<file path="config.mk">
export PLATFORM = sky130hd
export DESIGN_NAME = volume_mute_dither_regs
export DESIGN_NICKNAME = d
export VERILOG_FILES = /design/src/common/audio_ctrl_pkg.sv /design/src/common/mute_ctrl_if.sv /design/src/verilog/auto_mute.sv /design/src/verilog/emergency_ramp.sv /design/src/verilog/volume_mute_dither_regs.sv
export SDC_FILE = /design/constraint.sdc
export NUM_CORES = 1
export LEC_CHECK = 0
export BUFFER_PORTS_ARGS = -buffer_cell sky130_fd_sc_hd__buf_2
export CORE_MARGIN = 2
export CORE_UTILIZATION = 42
export DETAILED_ROUTE_END_ITERATION = 10
export GPL_ROUTABILITY_DRIVEN = 0
export GPL_TIMING_DRIVEN = 1
export PLACE_DENSITY = 0.66
export SYNTH_ARGS = -nofsm -noshare
export SYNTH_HDL_FRONTEND = slang
export SYNTH_HIERARCHICAL = 1
export SYNTH_SLANG_ARGS = --single-unit
</file>
<file path="constraint.sdc">
create_clock -name clock_i -period 2.93 [get_ports clock_i]
set_input_delay 0.1465 -clock clock_i [delete_from_list [all_inputs] [get_ports clock_i]]
set_output_delay 0.1465 -clock clock_i [all_outputs]
set_load 0.03 [all_outputs]
</file>
<file path="src/common/audio_ctrl_pkg.sv">
// holds the offsets, field layout, reset values and ramp constants of the block
// assumes 8-bit registers reached by 8-bit offsets over the control port
package audio_ctrl_pkg;
  // register offsets on the control port
  localparam logic [7:0] EMERG_RAMP_OFFSET = 8'h40;
  localparam logic [7:0] AUTO_MUTE_OFFSET = 8'h41;
  localparam logic [7:0] DITHER_GAIN_OFFSET = 8'h43;
  localparam logic [7:0] DC_HIGH_OFFSET = 8'h44;
  localparam logic [7:0] DC_LOW_OFFSET = 8'h45;
  // register storage indices
  localparam int NUM_REGS = 5;
  localparam logic [2:0] IDX_EMERG = 3'h0;
  localparam logic [2:0] IDX_AUTO_MUTE = 3'h1;
  localparam logic [2:0] IDX_DITHER = 3'h2;
  localparam logic [2:0] IDX_DC_HIGH = 3'h3;
  localparam logic [2:0] IDX_DC_LOW = 3'h4;
  localparam logic [7:0] REG_OFFSETS [NUM_REGS] = '{8'h40, 8'h41, 8'h43, 8'h44, 8'h45};
  // reset values, reserved bits clear
  localparam logic [7:0] REG_RESETS [NUM_REGS] = '{8'h10, 8'h07, 8'h00, 8'h00, 8'h00};
  // field positions
  localparam int RATE_LSB = 6;
  localparam int STEP_LSB = 4;
  localparam int POLICY_BIT = 2;
  localparam int RIGHT_EN_BIT = 1;
  localparam int LEFT_EN_BIT = 0;
  localparam int LEFT_AC_LSB = 6;
  localparam int RIGHT_AC_LSB = 4;
  localparam int LEFT_DEM_LSB = 2;
  localparam int RIGHT_DEM_LSB = 0;
  localparam int DC_HIGH_W = 3;
  localparam int DC_W = 11;
  // modulator word and dither scaling: 2^23 * 2^-5 * 2^-11
  localparam int MOD_W = 24;
  localparam int DC_SHIFT = 7;
  localparam int DC_PAD = MOD_W - DC_W - DC_SHIFT;
  localparam logic [MOD_W-1:0] MOD_POS_MAX = 24'h7fffff;
  // ramp rate codes and frame counts
  localparam logic [1:0] RATE_INSTANT = 2'h3;
  localparam logic [2:0] FRAMES_CODE0 = 3'h1;
  localparam logic [2:0] FRAMES_CODE1 = 3'h2;
  localparam logic [2:0] FRAMES_CODE2 = 3'h4;
  // attenuation in 0.5 dB units, top code is mute
  localparam logic [7:0] STEP_4DB = 8'h08;
  localparam logic [7:0] STEP_2DB = 8'h04;
  localparam logic [7:0] STEP_1DB = 8'h02;
  localparam logic [7:0] STEP_HALF_DB = 8'h01;
  localparam logic [7:0] ATTEN_NONE = 8'h00;
  localparam logic [7:0] ATTEN_MUTE = 8'hff;

  typedef enum logic [2:0] {
    RAMP_IDLE = 3'b001,
    RAMP_DOWN = 3'b010,
    RAMP_MUTED = 3'b100
  } ramp_state_t;

  // step code to half-dB decrement
  function automatic logic [7:0] step_halfdb(input logic [1:0] code);
    unique case (code)
      2'h0: step_halfdb = STEP_4DB;
      2'h1: step_halfdb = STEP_2DB;
      2'h2: step_halfdb = STEP_1DB;
      2'h3: step_halfdb = STEP_HALF_DB;
    endcase
  endfunction

  // rate code to frames per update
  function automatic logic [2:0] rate_frames(input logic [1:0] code);
    unique case (code)
      2'h0: rate_frames = FRAMES_CODE0;
      2'h1: rate_frames = FRAMES_CODE1;
      2'h2: rate_frames = FRAMES_CODE2;
      2'h3: rate_frames = FRAMES_CODE0;
    endcase
  endfunction
endpackage

</file>
<file path="src/common/mute_ctrl_if.sv">
// carries the applied ramp and auto-mute settings between the register bank and its users
// assumes one driver, the register bank
`timescale 1ns/1ps
interface mute_ctrl_if;
  logic [1:0] ramp_rate; // emergency update rate code
  logic [1:0] ramp_step; // emergency step code
  logic policy; // 1: mute both only together
  logic left_en; // left auto-mute enable
  logic right_en; // right auto-mute enable
  modport source(output ramp_rate, output ramp_step, output policy, output left_en, output right_en);
  modport sink(input ramp_rate, input ramp_step, input policy, input left_en, input right_en);
endinterface

</file>
<file path="src/verilog/auto_mute.sv">
// zero-sample auto-mute decision per channel, applied once per frame
// assumes the zero flags already reflect the configured detection length
`timescale 1ns/1ps
module auto_mute (
  input wire logic clock_i,
  input wire logic resetn_i,
  input wire logic fs_tick_i,
  mute_ctrl_if.sink ctrl,
  input wire logic left_zero_i,
  input wire logic right_zero_i,
  output logic left_mute_o,
  output logic right_mute_o
);
  logic left_mute_reg; // applied left mute
  logic right_mute_reg; // applied right mute

  // a channel qualifies only if enabled
  wire left_ok = left_zero_i & ctrl.left_en;
  wire right_ok = right_zero_i & ctrl.right_en;
  // joint mode needs both; a disabled side blocks the other
  wire both_ok = left_ok & right_ok;
  wire left_next = ctrl.policy ? both_ok : left_ok;
  wire right_next = ctrl.policy ? both_ok : right_ok;

  // decision moves on the frame boundary only
  always_ff @(posedge clock_i or negedge resetn_i) begin
    if (!resetn_i) begin
      left_mute_reg <= 1'b0;
      right_mute_reg <= 1'b0;
    end else if (fs_tick_i) begin
      left_mute_reg <= left_next;
      right_mute_reg <= right_next;
    end
  end

  assign left_mute_o = left_mute_reg;
  assign right_mute_o = right_mute_reg;
endmodule

</file>
<file path="src/verilog/emergency_ramp.sv">
// volume ramp-down engine, emergency or normal soft-mute settings
// assumes fs_tick_i is a one-cycle pulse per frame period
`timescale 1ns/1ps
module emergency_ramp (
  input wire logic clock_i,
  input wire logic resetn_i,
  input wire logic fs_tick_i,
  mute_ctrl_if.sink ctrl,
  input wire logic clock_error_i,
  input wire logic power_outage_i,
  input wire logic soft_mute_i,
  input wire logic [1:0] normal_rate_i,
  input wire logic [1:0] normal_step_i,
  output logic [7:0] attenuation_o,
  output logic ramp_active_o
);
  import audio_ctrl_pkg::*;

  ramp_state_t state_reg, state_next;
  logic [7:0] atten_reg, atten_next; // attenuation in half dB
  logic [2:0] count_reg, count_next; // frames since last update

  // emergency settings win over the normal ones
  wire emergency = clock_error_i | power_outage_i;
  wire request = emergency | soft_mute_i;
  wire [1:0] sel_rate = emergency ? ctrl.ramp_rate : normal_rate_i;
  wire [1:0] sel_step = emergency ? ctrl.ramp_step : normal_step_i;
  wire [2:0] frames = rate_frames(sel_rate);
  wire [7:0] step = step_halfdb(sel_step);
  wire [8:0] sum = {1'b0, atten_reg} + {1'b0, step};
  wire [7:0] stepped = sum[8] ? ATTEN_MUTE : sum[7:0]; // saturate at mute
  wire due = fs_tick_i && (count_reg == frames - 3'h1);
  wire instant = sel_rate == RATE_INSTANT;

  // next state; release restores full volume at once
  always_comb begin
    state_next = state_reg;
    atten_next = atten_reg;
    count_next = count_reg;
    unique case (state_reg)
      RAMP_IDLE: begin
        count_next = 3'h0;
        if (request) begin
          state_next = RAMP_DOWN;
        end
      end
      RAMP_DOWN: begin
        if (!request) begin
          state_next = RAMP_IDLE;
          atten_next = ATTEN_NONE;
        end else if (fs_tick_i && instant) begin
          state_next = RAMP_MUTED;
          atten_next = ATTEN_MUTE;
        end else if (due) begin
          count_next = 3'h0;
          atten_next = stepped;
          if (stepped == ATTEN_MUTE) begin
            state_next = RAMP_MUTED;
          end
        end else if (fs_tick_i) begin
          count_next = count_reg + 3'h1;
        end
      end
      RAMP_MUTED: begin
        if (!request) begin
          state_next = RAMP_IDLE;
          atten_next = ATTEN_NONE;
        end
      end
      default: begin
        state_next = RAMP_IDLE;
        atten_next = ATTEN_NONE;
      end
    endcase
  end

  // state flops
  always_ff @(posedge clock_i or negedge resetn_i) begin
    if (!resetn_i) begin
      state_reg <= RAMP_IDLE;
      atten_reg <= ATTEN_NONE;
      count_reg <= 3'h0;
    end else begin
      state_reg <= state_next;
      atten_reg <= atten_next;
      count_reg <= count_next;
    end
  end

  assign attenuation_o = atten_reg;
  assign ramp_active_o = state_reg != RAMP_IDLE;
endmodule

</file>
<file path="src/verilog/volume_mute_dither_regs.sv">
// register slice for emergency volume ramp, auto-mute policy and primary dither
// assumes a simple synchronous control port and a one-cycle frame tick
`timescale 1ns/1ps

// Behaviour
// - rate code sets frames per update, 11 mutes
// - clock error or outage uses emergency settings
// - step code sets 4, 2, 1, 0.5 dB
// - step field resets to code one
// - zero samples auto-mute; policy resets to one
// - policy zero: channels mute independently
// - policy one: mute only when both qualify
// - zero length comes from another register
// - bit one enables right auto-mute
// - bit zero enables left auto-mute
// - joint mode, right disabled: left never mutes
// - joint mode, left disabled: right never mutes
// - left ac dither gain field, bits 7-6
// - right ac dither gain field, bits 5-4
// - left dem dither gain field, bits 3-2
// - right dem dither gain field, bits 1-0
// - dc dither is unsigned q0.11, resets zero
// - dc dither added to left modulator low bits
// - dc dither: three bits plus full byte
module volume_mute_dither_regs (
  input wire logic clock_i,
  input wire logic resetn_i,
  // frame rate tick
  input wire logic fs_tick_i,
  // control port
  input wire logic reg_wr_i,
  input wire logic reg_rd_i,
  input wire logic [7:0] reg_addr_i,
  input wire logic [7:0] reg_wdata_i,
  output logic [7:0] reg_rdata_o,
  output logic reg_hit_o,
  // ramp triggers and normal soft-mute settings
  input wire logic clock_error_i,
  input wire logic power_outage_i,
  input wire logic soft_mute_i,
  input wire logic [1:0] normal_ramp_rate_i,
  input wire logic [1:0] normal_ramp_step_i,
  output logic [7:0] attenuation_o,
  output logic ramp_active_o,
  // zero detection, length set elsewhere
  input wire logic left_zero_i,
  input wire logic right_zero_i,
  output logic left_auto_mute_o,
  output logic right_auto_mute_o,
  // dither settings toward the modulators
  output logic [1:0] left_primary_ac_dither_gain_o,
  output logic [1:0] right_primary_ac_dither_gain_o,
  output logic [1:0] left_primary_dem_dither_gain_o,
  output logic [1:0] right_primary_dem_dither_gain_o,
  output logic [audio_ctrl_pkg::DC_W-1:0] left_primary_dc_dither_o,
  // left primary modulator input path
  input wire logic [audio_ctrl_pkg::MOD_W-1:0] left_mod_i,
  output logic [audio_ctrl_pkg::MOD_W-1:0] left_mod_o
);
  import audio_ctrl_pkg::*;

  // offset lookup, shared by write and read paths
  // bit 3 of the result flags a hit, the low bits carry the storage index
  // a linear search is cheap for five entries and keeps the map in one table
  function automatic logic [3:0] reg_lookup(input logic [7:0] addr);
    logic [3:0] hit_idx;
    hit_idx = 4'h0;
    for (int k = 0; k < NUM_REGS; k++) begin
      if (addr == REG_OFFSETS[k]) begin
        hit_idx = {1'b1, 3'(k)};
      end
    end
    return hit_idx;
  endfunction

  logic [7:0] regs_reg [NUM_REGS]; // software-visible storage
  logic [7:0] applied_reg [NUM_REGS]; // copies that steer the datapath
  logic [7:0] rdata_reg; // read data
  logic hit_reg; // last read landed on a register
  logic [MOD_W-1:0] mod_reg; // dithered modulator word
  mute_ctrl_if ctrl_bus(); // applied settings to the engines

  // address decode
  // write and read share one address bus, so both decode the same offset
  wire [3:0] wr_lookup = reg_lookup(reg_addr_i);
  wire wr_hit = wr_lookup[3];
  wire [2:0] wr_idx = wr_lookup[2:0];
  wire [3:0] rd_lookup = reg_lookup(reg_addr_i);
  wire rd_hit = rd_lookup[3];
  wire [2:0] rd_idx = rd_lookup[2:0];
  wire [7:0] rd_value = rd_hit ? regs_reg[rd_idx] : 8'h00; // unmapped reads zero

  // storage and applied copies, one pair per register
  // reserved bits are kept whole and simply never decoded
  genvar gi;
  generate
    for (gi = 0; gi < NUM_REGS; gi++) begin : g_reg
      // software write lands at once
      always_ff @(posedge clock_i or negedge resetn_i) begin
        if (!resetn_i) begin
          regs_reg[gi] <= REG_RESETS[gi];
        end else if (reg_wr_i && wr_hit && wr_idx == 3'(gi)) begin
          regs_reg[gi] <= reg_wdata_i;
        end
      end
      // settings take effect on the next frame tick so a frame never
      // sees a setting change partway through
      always_ff @(posedge clock_i or negedge resetn_i) begin
        if (!resetn_i) begin
          applied_reg[gi] <= REG_RESETS[gi];
        end else if (fs_tick_i) begin
          applied_reg[gi] <= regs_reg[gi];
        end
      end
    end
  endgenerate

  // read port, registered one cycle after the strobe
  // data holds until the next strobe, so a slow master may take it late
  always_ff @(posedge clock_i or negedge resetn_i) begin
    if (!resetn_i) begin
      rdata_reg <= 8'h00;
      hit_reg <= 1'b0;
    end else if (reg_rd_i) begin
      rdata_reg <= rd_value;
      hit_reg <= rd_hit;
    end
  end

  assign reg_rdata_o = rdata_reg;
  assign reg_hit_o = hit_reg;

  // field extraction from the applied copies
  wire [7:0] emerg_value = applied_reg[IDX_EMERG];
  wire [7:0] mute_value = applied_reg[IDX_AUTO_MUTE];
  wire [7:0] gain_value = applied_reg[IDX_DITHER];
  wire [7:0] dc_high_value = applied_reg[IDX_DC_HIGH];
  wire [7:0] dc_low_value = applied_reg[IDX_DC_LOW];

  // ramp and auto-mute settings onto the carrier
  assign ctrl_bus.ramp_rate = emerg_value[RATE_LSB +: 2];
  assign ctrl_bus.ramp_step = emerg_value[STEP_LSB +: 2];
  assign ctrl_bus.policy = mute_value[POLICY_BIT];
  assign ctrl_bus.right_en = mute_value[RIGHT_EN_BIT];
  assign ctrl_bus.left_en = mute_value[LEFT_EN_BIT];

  // ramp engine picks emergency or normal settings itself
  emergency_ramp u_ramp (
    .clock_i(clock_i),
    .resetn_i(resetn_i),
    .fs_tick_i(fs_tick_i),
    .ctrl(ctrl_bus.sink),
    .clock_error_i(clock_error_i),
    .power_outage_i(power_outage_i),
    .soft_mute_i(soft_mute_i),
    .normal_rate_i(normal_ramp_rate_i),
    .normal_step_i(normal_ramp_step_i),
    .attenuation_o(attenuation_o),
    .ramp_active_o(ramp_active_o)
  );

  // zero flags already carry the detection length
  auto_mute u_auto_mute (
    .clock_i(clock_i),
    .resetn_i(resetn_i),
    .fs_tick_i(fs_tick_i),
    .ctrl(ctrl_bus.sink),
    .left_zero_i(left_zero_i),
    .right_zero_i(right_zero_i),
    .left_mute_o(left_auto_mute_o),
    .right_mute_o(right_auto_mute_o)
  );

  // dither gain codes pass straight through; dem codes above 01
  // are not guarded, software keeps to the legal pair
  assign left_primary_ac_dither_gain_o = gain_value[LEFT_AC_LSB +: 2];
  assign right_primary_ac_dither_gain_o = gain_value[RIGHT_AC_LSB +: 2];
  assign left_primary_dem_dither_gain_o = gain_value[LEFT_DEM_LSB +: 2];
  assign right_primary_dem_dither_gain_o = gain_value[RIGHT_DEM_LSB +: 2];

  // dc dither word: upper three bits from the first register
  // both bytes are copied on the frame tick; software must write both
  // before that tick, or one frame sees a mixed word
  wire [DC_W-1:0] dc_value = {dc_high_value[DC_HIGH_W-1:0], dc_low_value};
  assign left_primary_dc_dither_o = dc_value;

  // one lsb of q0.11 is 2^-16 of full scale on a 24-bit word
  wire [MOD_W-1:0] dc_offset = {{DC_PAD{1'b0}}, dc_value, {DC_SHIFT{1'b0}}};
  wire [MOD_W:0] mod_sum = {left_mod_i[MOD_W-1], left_mod_i} + {1'b0, dc_offset};
  // offset is never negative, so only the positive rail can be crossed
  // wrapping would turn a near-full-scale sample into a large negative one
  wire mod_ovf = mod_sum[MOD_W] != mod_sum[MOD_W-1];
  wire [MOD_W-1:0] mod_next = mod_ovf ? MOD_POS_MAX : mod_sum[MOD_W-1:0];

  // dithered word registered every clock, one cycle of latency
  always_ff @(posedge clock_i or negedge resetn_i) begin
    if (!resetn_i) begin
      mod_reg <= '0;
    end else begin
      mod_reg <= mod_next;
    end
  end

  assign left_mod_o = mod_reg;
endmodule
</file>
==> metrics.cfg, run 1 <==
[logic_synthesis]
yosys-top-cells-area=dfrtp_1 (45%), mux2_2 (13%), ha_1 (4.0%), dfstp_2 (4.0%), o21ai_0 (2.9%)
synth-compound-area-share_pct=16.3
synth_edf_count=0
syn_inst=525
synth_top_family_by_area=compound AO/OA/AOI/OAI gates
synth.top_cell.area_share_pct=44.8
synthFlopType=dfrtp_1
synth_seq_cells=115
syn_nets=600
async_flop_share_pct=100
synth.distinct_cells=68
netlist_area_sq_um=5920
synthSimpleGateAreaFrac_pct=13.0
synthAdderAreaFrac_pct=4.69
synthMuxAreaShare_pct=13.6
synth-xor-area-share_pct=1.33
yosysWarnings=6
yosysTopAreaCell=dfrtp_1
syn_area_per_cell_sq_um=11.3
synth-seq-area-share_pct=48.8

[placed_design]
portBuffers=116
place_area_sq_um=6740
dp_hpwl_mm=10.4
dp_cells=813
post-place-ws_ns=0.0303

[layout]
fin_util_pct=53.4
fin_cells=852
largest_reg_flops=40
final_nets=736
nFillCells=1188
final_area_sq_um=7390
drive_gt1_share_pct=39.6
area_delta_synth_final_pct=24.8
diodes=0
mostFrequentLayoutCell=buf_2
final_cell_mix=buf_2 (115), dfrtp_1 (105), mux2_2 (67)

[global_routing]
grt_overflow=0
gr-usage-all-layers_pct=19.6
grt_pass1_vias=4523
antenna_found_initial=0
grt_pass1_wl_mm=22.5
grt_max_degree=48

[power]
intPower_w=0.00326
switching_share_pct=29.6
p_comb_share_pct=21.2
netSwitchingPower_w=0.00137
leakage_nw=3.64
seq_power_share_pct=39.2
max-vdd-ir-drop_uv=438
p_clk_share_pct=39.6
powerDensity_nw_per_um2=627

[worst_setup_path]
critPathKind=reg2reg
cp.required_ns=3.22
cp-start-kind=flip-flop
cp_data_arrival_time_ns=3.11
crit_fanout=11
crit_path_end_kind=flip-flop

[drt]
vias=4628
wl_per_cell_um=16.8
via_per_inst=5.43
drt-total-wl_mm=14.4
drtIter0Drc=260
ant_nets=0
firstDrtPassIters=4
drc=0

[timing]
setup_violations=0
slew_viol_final=0
maxSlewHeadroom_pct=48.8
fmax_mhz=355
post-route-period-util_pct=96.0
hold_violations=0
whs_ns=0.0386
fin_skew_ns=0.00578
worst-slew-pin-transition_ns=0.766
fin_ws_ns=0.116
post-route-min-period_ns=2.81

[cts]
numCtsBuffers=17
clkSinkCount=115
cts.clk_slew.worst_paths_ns=0.05
tritoncts=yes
root_buffer=clkbuf_16
htree_levels=4
clk_latency_ns=0.41
clockBufferDepth=2

[floorplanning]
die_area_sq_um=15100
row_count=43
die_y_um=123
pin_count=117
die_x_um=123
coreArea_sq_um=13800
start_util_pct=42.8

[job]
drv_cap=0

[min_path]
worstHoldPathType=in2reg

[status]
status=complete, no violations

## path summary, 6_finish.rpt
kind / from / cells after the start / slack (ns) / endpoint
min reg2reg: regs_reg[11]$_DFFE_PN0P_ / 1 / 0.50 / regs_reg[11]$_DFFE_PN0P_
max in group asynchronous: resetn_i / 3 / 1.86 / regs_reg[25]$_DFFE_PN1P_
min: reg_wdata_i[3] / 2 / 0.04 / regs_reg[11]$_DFFE_PN0P_
min in group asynchronous: resetn_i / 2 / 0.26 / left_mod_o[20]$_DFF_PN0_
max: dc_low_value[2]$_DFFE_PN0P_ / 10 / 0.12 / left_mod_o[6]$_DFF_PN0_
max reg2reg: dc_low_value[2]$_DFFE_PN0P_ / 10 / 0.12 / left_mod_o[6]$_DFF_PN0_
## power by group through the flow
stage | Sequential (W) | Clock, W | Combinational [W]
2_1_floorplan | 0.00192 | 0 | 0.000584
3_3_place_gp | 0.00183 | 0 | 0.000940
3_5_place_dp | 0.00184 | 0 | 0.000965
4_1_cts | 0.00181 | 0.00187 | 0.000978
5_1_grt | 0.00183 | 0.00194 | 0.00108
6_report | 0.00181 | 0.00184 | 0.000983
## area by class of cell
cell class	count	area (sq um)	share of cell area, %
timing repair buffer	136	766	10.4
clock inverter	5	27.5	0.373
sequential	115	2890	39.1
inverter	12	46.3	0.627
tap	180	225	3.05
clock buffer	25	505	6.84
multi-input combinational	379	2930	39.6
## kinds of logic (layout without fill, tap and decap cells)
family / Yosys count / in the layout
simple gates: 134 / 134
xor+xnor: 9 / 9
fa+ha+maj: 21 / 21
compound gates: 143 / 143
mux: 72 / 72
flops: 115 / 115
buf+inv: 31 / 178
## metrics by stage
step / total power (W) / setup TNS, ns
after CTS: 0.00466 / 0
after detailed placement: 0.00280 / 0
final: 0.00463 / 0
after global routing: 0.00485 / -0.608
after global placement: 0.00277 / 0
after floorplan: 0.00251 / 0
## cells in the mapped netlist, drive strengths merged, types with 11 or more instances
cell    number
clkbuf      11
nand2       36
o21ai       36
inv         11
a21o        12
or2         12
a31oi       14
nor2        26
a21oi       27
ha          19
nor2b       16
dfrtp      106
mux2        67
## layer usage
metal,wire [um],GRT usage [%]
met5,0,0
met4,148,7.18
met3,762,4.83
met2,7150,32.5
met1,6290,24.7
## critical path, stage by stage (launching register included)
cell and delay [ns]:
dfrtp_1 0.40, ha_1 0.40, o21ai_0 0.18, o21bai_2 0.23, o21ai_0 0.12, buf_4 0.15, a21oi_1 0.25, a21boi_0 0.14
ha_1 0.33, buf_4 0.18, or2_2 0.30
## timing repair
action	CTS	global route
setup buffers	0	1
hold endpoints to repair	44	0
hold buffers	8	0
setup endpoints to repair	0	17
gates resized for setup	0	7
Note: power is estimated with default switching activity, not from simulation.
==> run 2: changes to the inputs <==
--- a/config.mk
+++ b/config.mk
@@ -6,12 +6,14 @@
 export NUM_CORES = 1
 export LEC_CHECK = 0
 export BUFFER_PORTS_ARGS = -buffer_cell sky130_fd_sc_hd__buf_2
+export CELL_PAD_IN_SITES_DETAIL_PLACEMENT = 1
+export CELL_PAD_IN_SITES_GLOBAL_PLACEMENT = 1
 export CORE_MARGIN = 2
 export CORE_UTILIZATION = 42
 export DETAILED_ROUTE_END_ITERATION = 10
 export GPL_ROUTABILITY_DRIVEN = 0
 export GPL_TIMING_DRIVEN = 1
-export PLACE_DENSITY = 0.66
+export PLACE_DENSITY_LB_ADDON = 0.1
 export SYNTH_ARGS = -nofsm -noshare
 export SYNTH_HDL_FRONTEND = slang
 export SYNTH_HIERARCHICAL = 1
==> constraint.sdc (replaced) <==
create_clock -name clock_i -period 3.63 [get_ports clock_i]
set_input_delay 0.1815 -clock clock_i [delete_from_list [all_inputs] [get_ports clock_i]]
set_output_delay 0.1815 -clock clock_i [all_outputs]
set_load 0.03 [all_outputs]
==> run 2 against run 1 <==
  * Clock power shrank 6%
  * Clock skew fell by 0.0018 ns
  * Clock-buffer cell count decreased by 1
  * Die area stayed put
  * Register-to-register slack gained 0.25 ns
  * Fmax decreased by 14%
  * Critical endpoint is now left_mod_o[18]$_DFF_PN0_
  * Global-route usage grew 2.9 points
  * Via count grew 0.58%
  * Power decreased by 14%
  * First-iteration DRC count down 11%
  * Highest routed layer is now met5
  * Flip-flop and latch count unchanged
  * Hold slack improved by 0.023 ns
==> metrics.cfg, run 2 (synthesized netlist as in run 1, its figures left out) <==
[status]
status=complete, no violations

[worst_setup_path]
critPathKind=reg2reg
crit_fanout=10
cp_data_arrival_time_ns=3.59
critPathMaxStageDelay_ns=0.44
path_cells=ha_1, fa_1, a211oi_1, o21ai_0, o211ai_1, a21oi_1, xor2_1, ha_1, clkinv_1, nand2_1, a21oi_1, a31oi_1
path_buf_inv=1
cp-start-kind=flip-flop
cp.required_ns=3.96
slowest_stage=fa_1
crit_path_end_kind=flip-flop
cp_top_family=compound AO/OA/AOI/OAI gates

[global_routing]
grt_max_degree=71
grt_overflow=0
gr-usage-all-layers_pct=22.5
grt_pass1_vias=4983
grt_pass1_wl_mm=25.6
antenna_found_initial=1

[layout]
diodes=0
area_delta_synth_final_pct=24.4
largest_reg_flops=40
final_nets=728
fin_util_pct=53.3
final_cell_mix=buf_2 (115), dfrtp_1 (106), mux2_2 (67)
nFillCells=1517
mostFrequentLayoutCell=buf_2
multiInputGateArea_sq_um=2900
drive_gt1_share_pct=37.8
regArea_sq_um=2890

[timing]
rsz0062_at_grt=no
worst-slew-pin-transition_ns=0.918
maxSlewHeadroom_pct=38.8
post-route-period-util_pct=89.9
post-route-min-period_ns=3.26
slew_viol_final=0
fin_skew_ns=0.00400
whs_ns=0.0612
setup_tns_ns=0
fmax_mhz=306
hold_violations=0
setup_violations=0

[power]
max-vdd-ir-drop_uv=294
leakage_nw=3.63
powerDensity_nw_per_um2=541

[cts]
postCtsSetupBuffers=0
cts_hold_buf=8
cts.clk_slew.worst_paths_ns=0.05
clkSinkCount=115
clockBufferDepth=2
cts_repair_resize_count=0
htree_levels=4
root_buffer=clkbuf_16
clk_latency_ns=0.41
numCtsBuffers=17
tritoncts=yes

[floorplanning]
coreArea_sq_um=13800
row_count=43
die_x_um=123
start_util_pct=42.8
die_area_sq_um=15100
pin_count=117
die_y_um=123

[drt]
drc=0
drt-total-wl_mm=16.1
ant_nets=0
drtIter0Drc=231
firstDrtPassIters=4
vias=4655
wl_per_cell_um=19.0
via_per_inst=5.50

[job]
drv_cap=0

[placed_design]
portBuffers=116
dp_hpwl_mm=11.5

[min_path]
worstHoldPathType=in2reg

==> run 2: layout make-up <==
| class | count | share of cell area, % |
|---|---|---|
| clock buffers | 24 | 6.68 |
| multi-input cells | 379 | 39.3 |
| inverters | 12 | 0.612 |
| repair buffers | 128 | 9.41 |
| flip-flops and latches | 115 | 39.2 |
| well taps | 180 | 3.06 |
| clock inverters | 8 | 1.68 |
==> run 2: per-layer routing <==
metal | global-route usage [%] | vias to the layer above | routed length [um] | part of all wire (%)
met1 | 26.7 | 2318 | 6920 | 43
met4 | 10.5 | 2 | 432 | 2.7
met5 | 0 | - | 13 | 0.081
li1 | - | 2194 | - | -
met2 | 38.6 | 105 | 8120 | 50
met3 | 5.16 | 36 | 609 | 3.8
==> run 2: path summary, 6_finish.rpt <==
| check | end | startpoint | slack [ns] | depth (start not counted) |
|---|---|---|---|---|
| setup / recovery | left_mod_o[18]$_DFF_PN0_ | dc_low_value[0]$_DFFE_PN0P_ | 0.37 | 12 |
| hold / removal | u_auto_mute/left_mute_o$_DFFE_PN0P_ | left_zero_i | 0.06 | 3 |
| setup reg to reg | left_mod_o[18]$_DFF_PN0_ | dc_low_value[0]$_DFFE_PN0P_ | 0.37 | 12 |
| hold reg to reg | regs_reg[15]$_DFFE_PN0P_ | regs_reg[15]$_DFFE_PN0P_ | 0.50 | 1 |
| max in group asynchronous | gain_value[0]$_DFFE_PN0P_ | resetn_i | 2.30 | 3 |
| min in group asynchronous | u_ramp/attenuation_o[7]$_DFFE_PN0P_ | resetn_i | 0.45 | 2 |
==> run 2: where the power goes <==
group          switching [W]  internal, W
sequential         0.0000861      0.00138
clock               0.000576      0.00115
combinational       0.000506     0.000284
total                0.00117      0.00282
==> run 2: stage by stage <==
stage	power (W)	setup slack (ns)	instance area, sq um	cells
final	0.00398	0.367	7360	846
after global placement	0.00224	0.627	6670	806
after floorplan	0.00202	0.428	5920	525
after global routing	0.00417	0.0931	7360	846
after CTS	0.00403	0.374	7360	846
after detailed placement	0.00227	0.461	6670	806
==> run 2: tightest hold or removal path, delay by kind of cell <==
family / cells / cell delay (ns)
AO/OA/AOI/OAI: 1 / 0.06
buffers and inverters: 1 / 0.11
AND/OR/NAND/NOR: 1 / 0.08
==> run 3: changes to the inputs <==
--- a/config.mk
+++ b/config.mk
@@ -16,5 +16,4 @@
 export PLACE_DENSITY_LB_ADDON = 0.1
 export SYNTH_ARGS = -nofsm -noshare
 export SYNTH_HDL_FRONTEND = slang
-export SYNTH_HIERARCHICAL = 1
 export SYNTH_SLANG_ARGS = --single-unit
==> run 3 against run 2 <==
  * Power rose by 0.19%
  * Cell area down 2.0%
  * Register-to-register slack improved by 0.06 ns
  * Critical path depth grew 1
  * Critical path type unchanged
  * Critical endpoint is now left_mod_o[17]$_DFF_PN0_
==> metrics.cfg, run 3 <==
[logic_synthesis]
synth-seq-area-share_pct=50.9
synth_edf_count=0
synth_seq_cells=115
yosysWarnings=0
syn_nets=578
netlist_area_sq_um=5680
ys_top_cells_by_count=dfrtp_1 (106), mux2_2 (70), o21ai_0 (44)
syn_inst=503
syn_area_per_cell_sq_um=11.3
synth.distinct_cells=46
synth.most_common_cell=dfrtp_1
synthFlopType=dfrtp_1
yosys-top-cells-area=dfrtp_1 (47%), mux2_2 (14%), ha_1 (4.2%), dfstp_2 (4.2%), o21ai_0 (3.9%)
synth.top_cell.area_share_pct=46.7
async_flop_share_pct=100
yosysTopAreaCell=dfrtp_1

[layout]
diodes=0
nFillCells=1462
regArea_sq_um=2890
area_delta_synth_final_pct=27.0
final_cell_mix=buf_2 (115), dfrtp_1 (106), mux2_2 (70)
final_nets=712
drive_gt1_share_pct=37.7
mostFrequentLayoutCell=buf_2
multiInputGateArea_sq_um=2700
fin_util_pct=54.5
largest_reg_flops=40
final_area_sq_um=7210
fin_cells=826

[floorplanning]
row_count=42
coreArea_sq_um=13200
pin_count=117
die_area_sq_um=14500
die_x_um=120
die_y_um=120
start_util_pct=42.9

[drt]
drc=0
drt-total-wl_mm=14.9
via_per_inst=5.34
drtIter0Drc=122
vias=4408
wl_per_cell_um=18.0
firstDrtPassIters=4
ant_nets=0

[power]
leakage_nw=3.48
max-vdd-ir-drop_uv=305
powerDensity_nw_per_um2=553
finalPower_w=0.00399

[worst_setup_path]
cp.required_ns=3.95
reg2reg_depth=13
cp_data_arrival_time_ns=3.52
critPathKind=reg2reg
crit_fanout=14
cp-start-kind=flip-flop
crit_path_end_kind=flip-flop

[cts]
postCtsSetupBuffers=0
clkSinkCount=115
cts.clk_slew.worst_paths_ns=0.05
numCtsBuffers=17
tritoncts=yes
root_buffer=clkbuf_16
clockBufferDepth=2
clk_latency_ns=0.42
htree_levels=4

[global_routing]
grt_max_degree=60
antenna_found_initial=0
grt_overflow=0
grt_pass1_wl_mm=24.6
grt_pass1_vias=4677
gr-usage-all-layers_pct=21.9

[placed_design]
dp_cells=786
place_area_sq_um=6480
dp_hpwl_mm=10.6
portBuffers=116

[timing]
hold_violations=0
fin_skew_ns=0.00554
post-route-period-util_pct=88.2
worst-slew-pin-transition_ns=0.895
fmax_mhz=312
maxSlewHeadroom_pct=40.3
slew_viol_final=0
rsz0062_at_grt=no
setup_violations=0
setup_tns_ns=0
post-route-min-period_ns=3.20

[job]
drv_cap=0

[min_path]
whs_path_depth=3
worstHoldPathType=in2reg

[status]
status=complete, no violations

run 3: changes by cell type in the layout (fill, tap and decap cells not counted), moves of 9 or more:
cell     change
a31oi_1     -11
o21ai_0     +10
nor2_1       -9
o21a_1       +9
run 3: cells by family (layout without fill, tap and decap cells):
logic type / count (synthesis) / in the layout / share of synthesized area (%)
AND/OR/NAND/NOR: 131 / 131 / 12.5
AO/OA/AOI/OAI: 121 / 121 / 13.3
flip-flops: 115 / 115 / 50.9
multiplexers: 74 / 74 / 14.6
buffers and inverters: 29 / 176 / 1.96
adder cells (fa/ha/maj): 21 / 21 / 4.89
XOR/XNOR: 12 / 12 / 1.85
run 3: routing by layer:
metal | vias up | global-route usage (%) | routed length, um
met2 | 89 | 36.4 | 7450
met1 | 2211 | 28.7 | 6640
li1 | 2091 | - | -
met5 | - | 0 | 0
met3 | 17 | 4.72 | 571
met4 | 0 | 7.12 | 215
run 3: path summary, 6_finish.rpt:
| check | slack [ns] | to | from |
|---|---|---|---|
| worst max-delay path | 0.43 | left_mod_o[17]$_DFF_PN0_ | dc_low_value[0]$_DFFE_PN0P_ |
| worst min-delay path | 0.02 | left_mod_o[22]$_DFF_PN0_ | left_mod_i[22] |
| worst max register to register | 0.43 | left_mod_o[17]$_DFF_PN0_ | dc_low_value[0]$_DFFE_PN0P_ |
| worst min register to register | 0.50 | gain_value[1]$_DFFE_PN0P_ | gain_value[1]$_DFFE_PN0P_ |
| max in group asynchronous | 2.45 | mute_value[2]$_DFFE_PN1P_ | resetn_i |
| min in group asynchronous | 0.36 | u_ramp.attenuation_o[4]$_DFFE_PN0P_ | resetn_i |
run 3: per-stage QoR:
step | setup slack (ns) | hold slack (ns)
2_1_floorplan | 0.544 | -0.114
3_3_place_gp | 0.329 | 0.293
3_5_place_dp | 0.157 | 0.297
4_1_cts | 0.0933 | 0.0126
5_1_grt | 0.128 | 0.0466
6_report | 0.428 | 0.0188
run 3: layout make-up:
class | instances | area share (%)
clock buffers | 22 | 6.30
clock inverters | 10 | 2.51
inverters | 15 | 0.832
multi-input cells | 359 | 37.4
flip-flops and latches | 115 | 40.0
well taps | 176 | 3.05
repair buffers | 129 | 9.89
run 3: what timing repair did:
action	4_1_cts	5_1_grt
setup endpoints to repair	0	16
endpoints found under the hold margin	60	0
hold buffers	8	0
gates resized for setup	0	4
run 3: worst max-delay path, stage by stage, from the launching register on:
cell and delay [ns]:
dfrtp_1 0.39, ha_1 0.24, inv_1 0.08, fa_1 0.18
nor2b_1 0.07, o31a_1 0.28, o31ai_2 0.28, a21oi_1 0.15
o211ai_1 0.30, a21oi_1 0.13, xor2_1 0.18, ha_4 0.38
clkinvlp_4 0.24, o21ai_0 0.17
run 3: where the power goes:
part | switching, W | internal [W]
logic | 0.000446 | 0.000275
clock network | 0.000579 | 0.00123
registers | 0.0000767 | 0.00138
total | 0.00110 | 0.00289
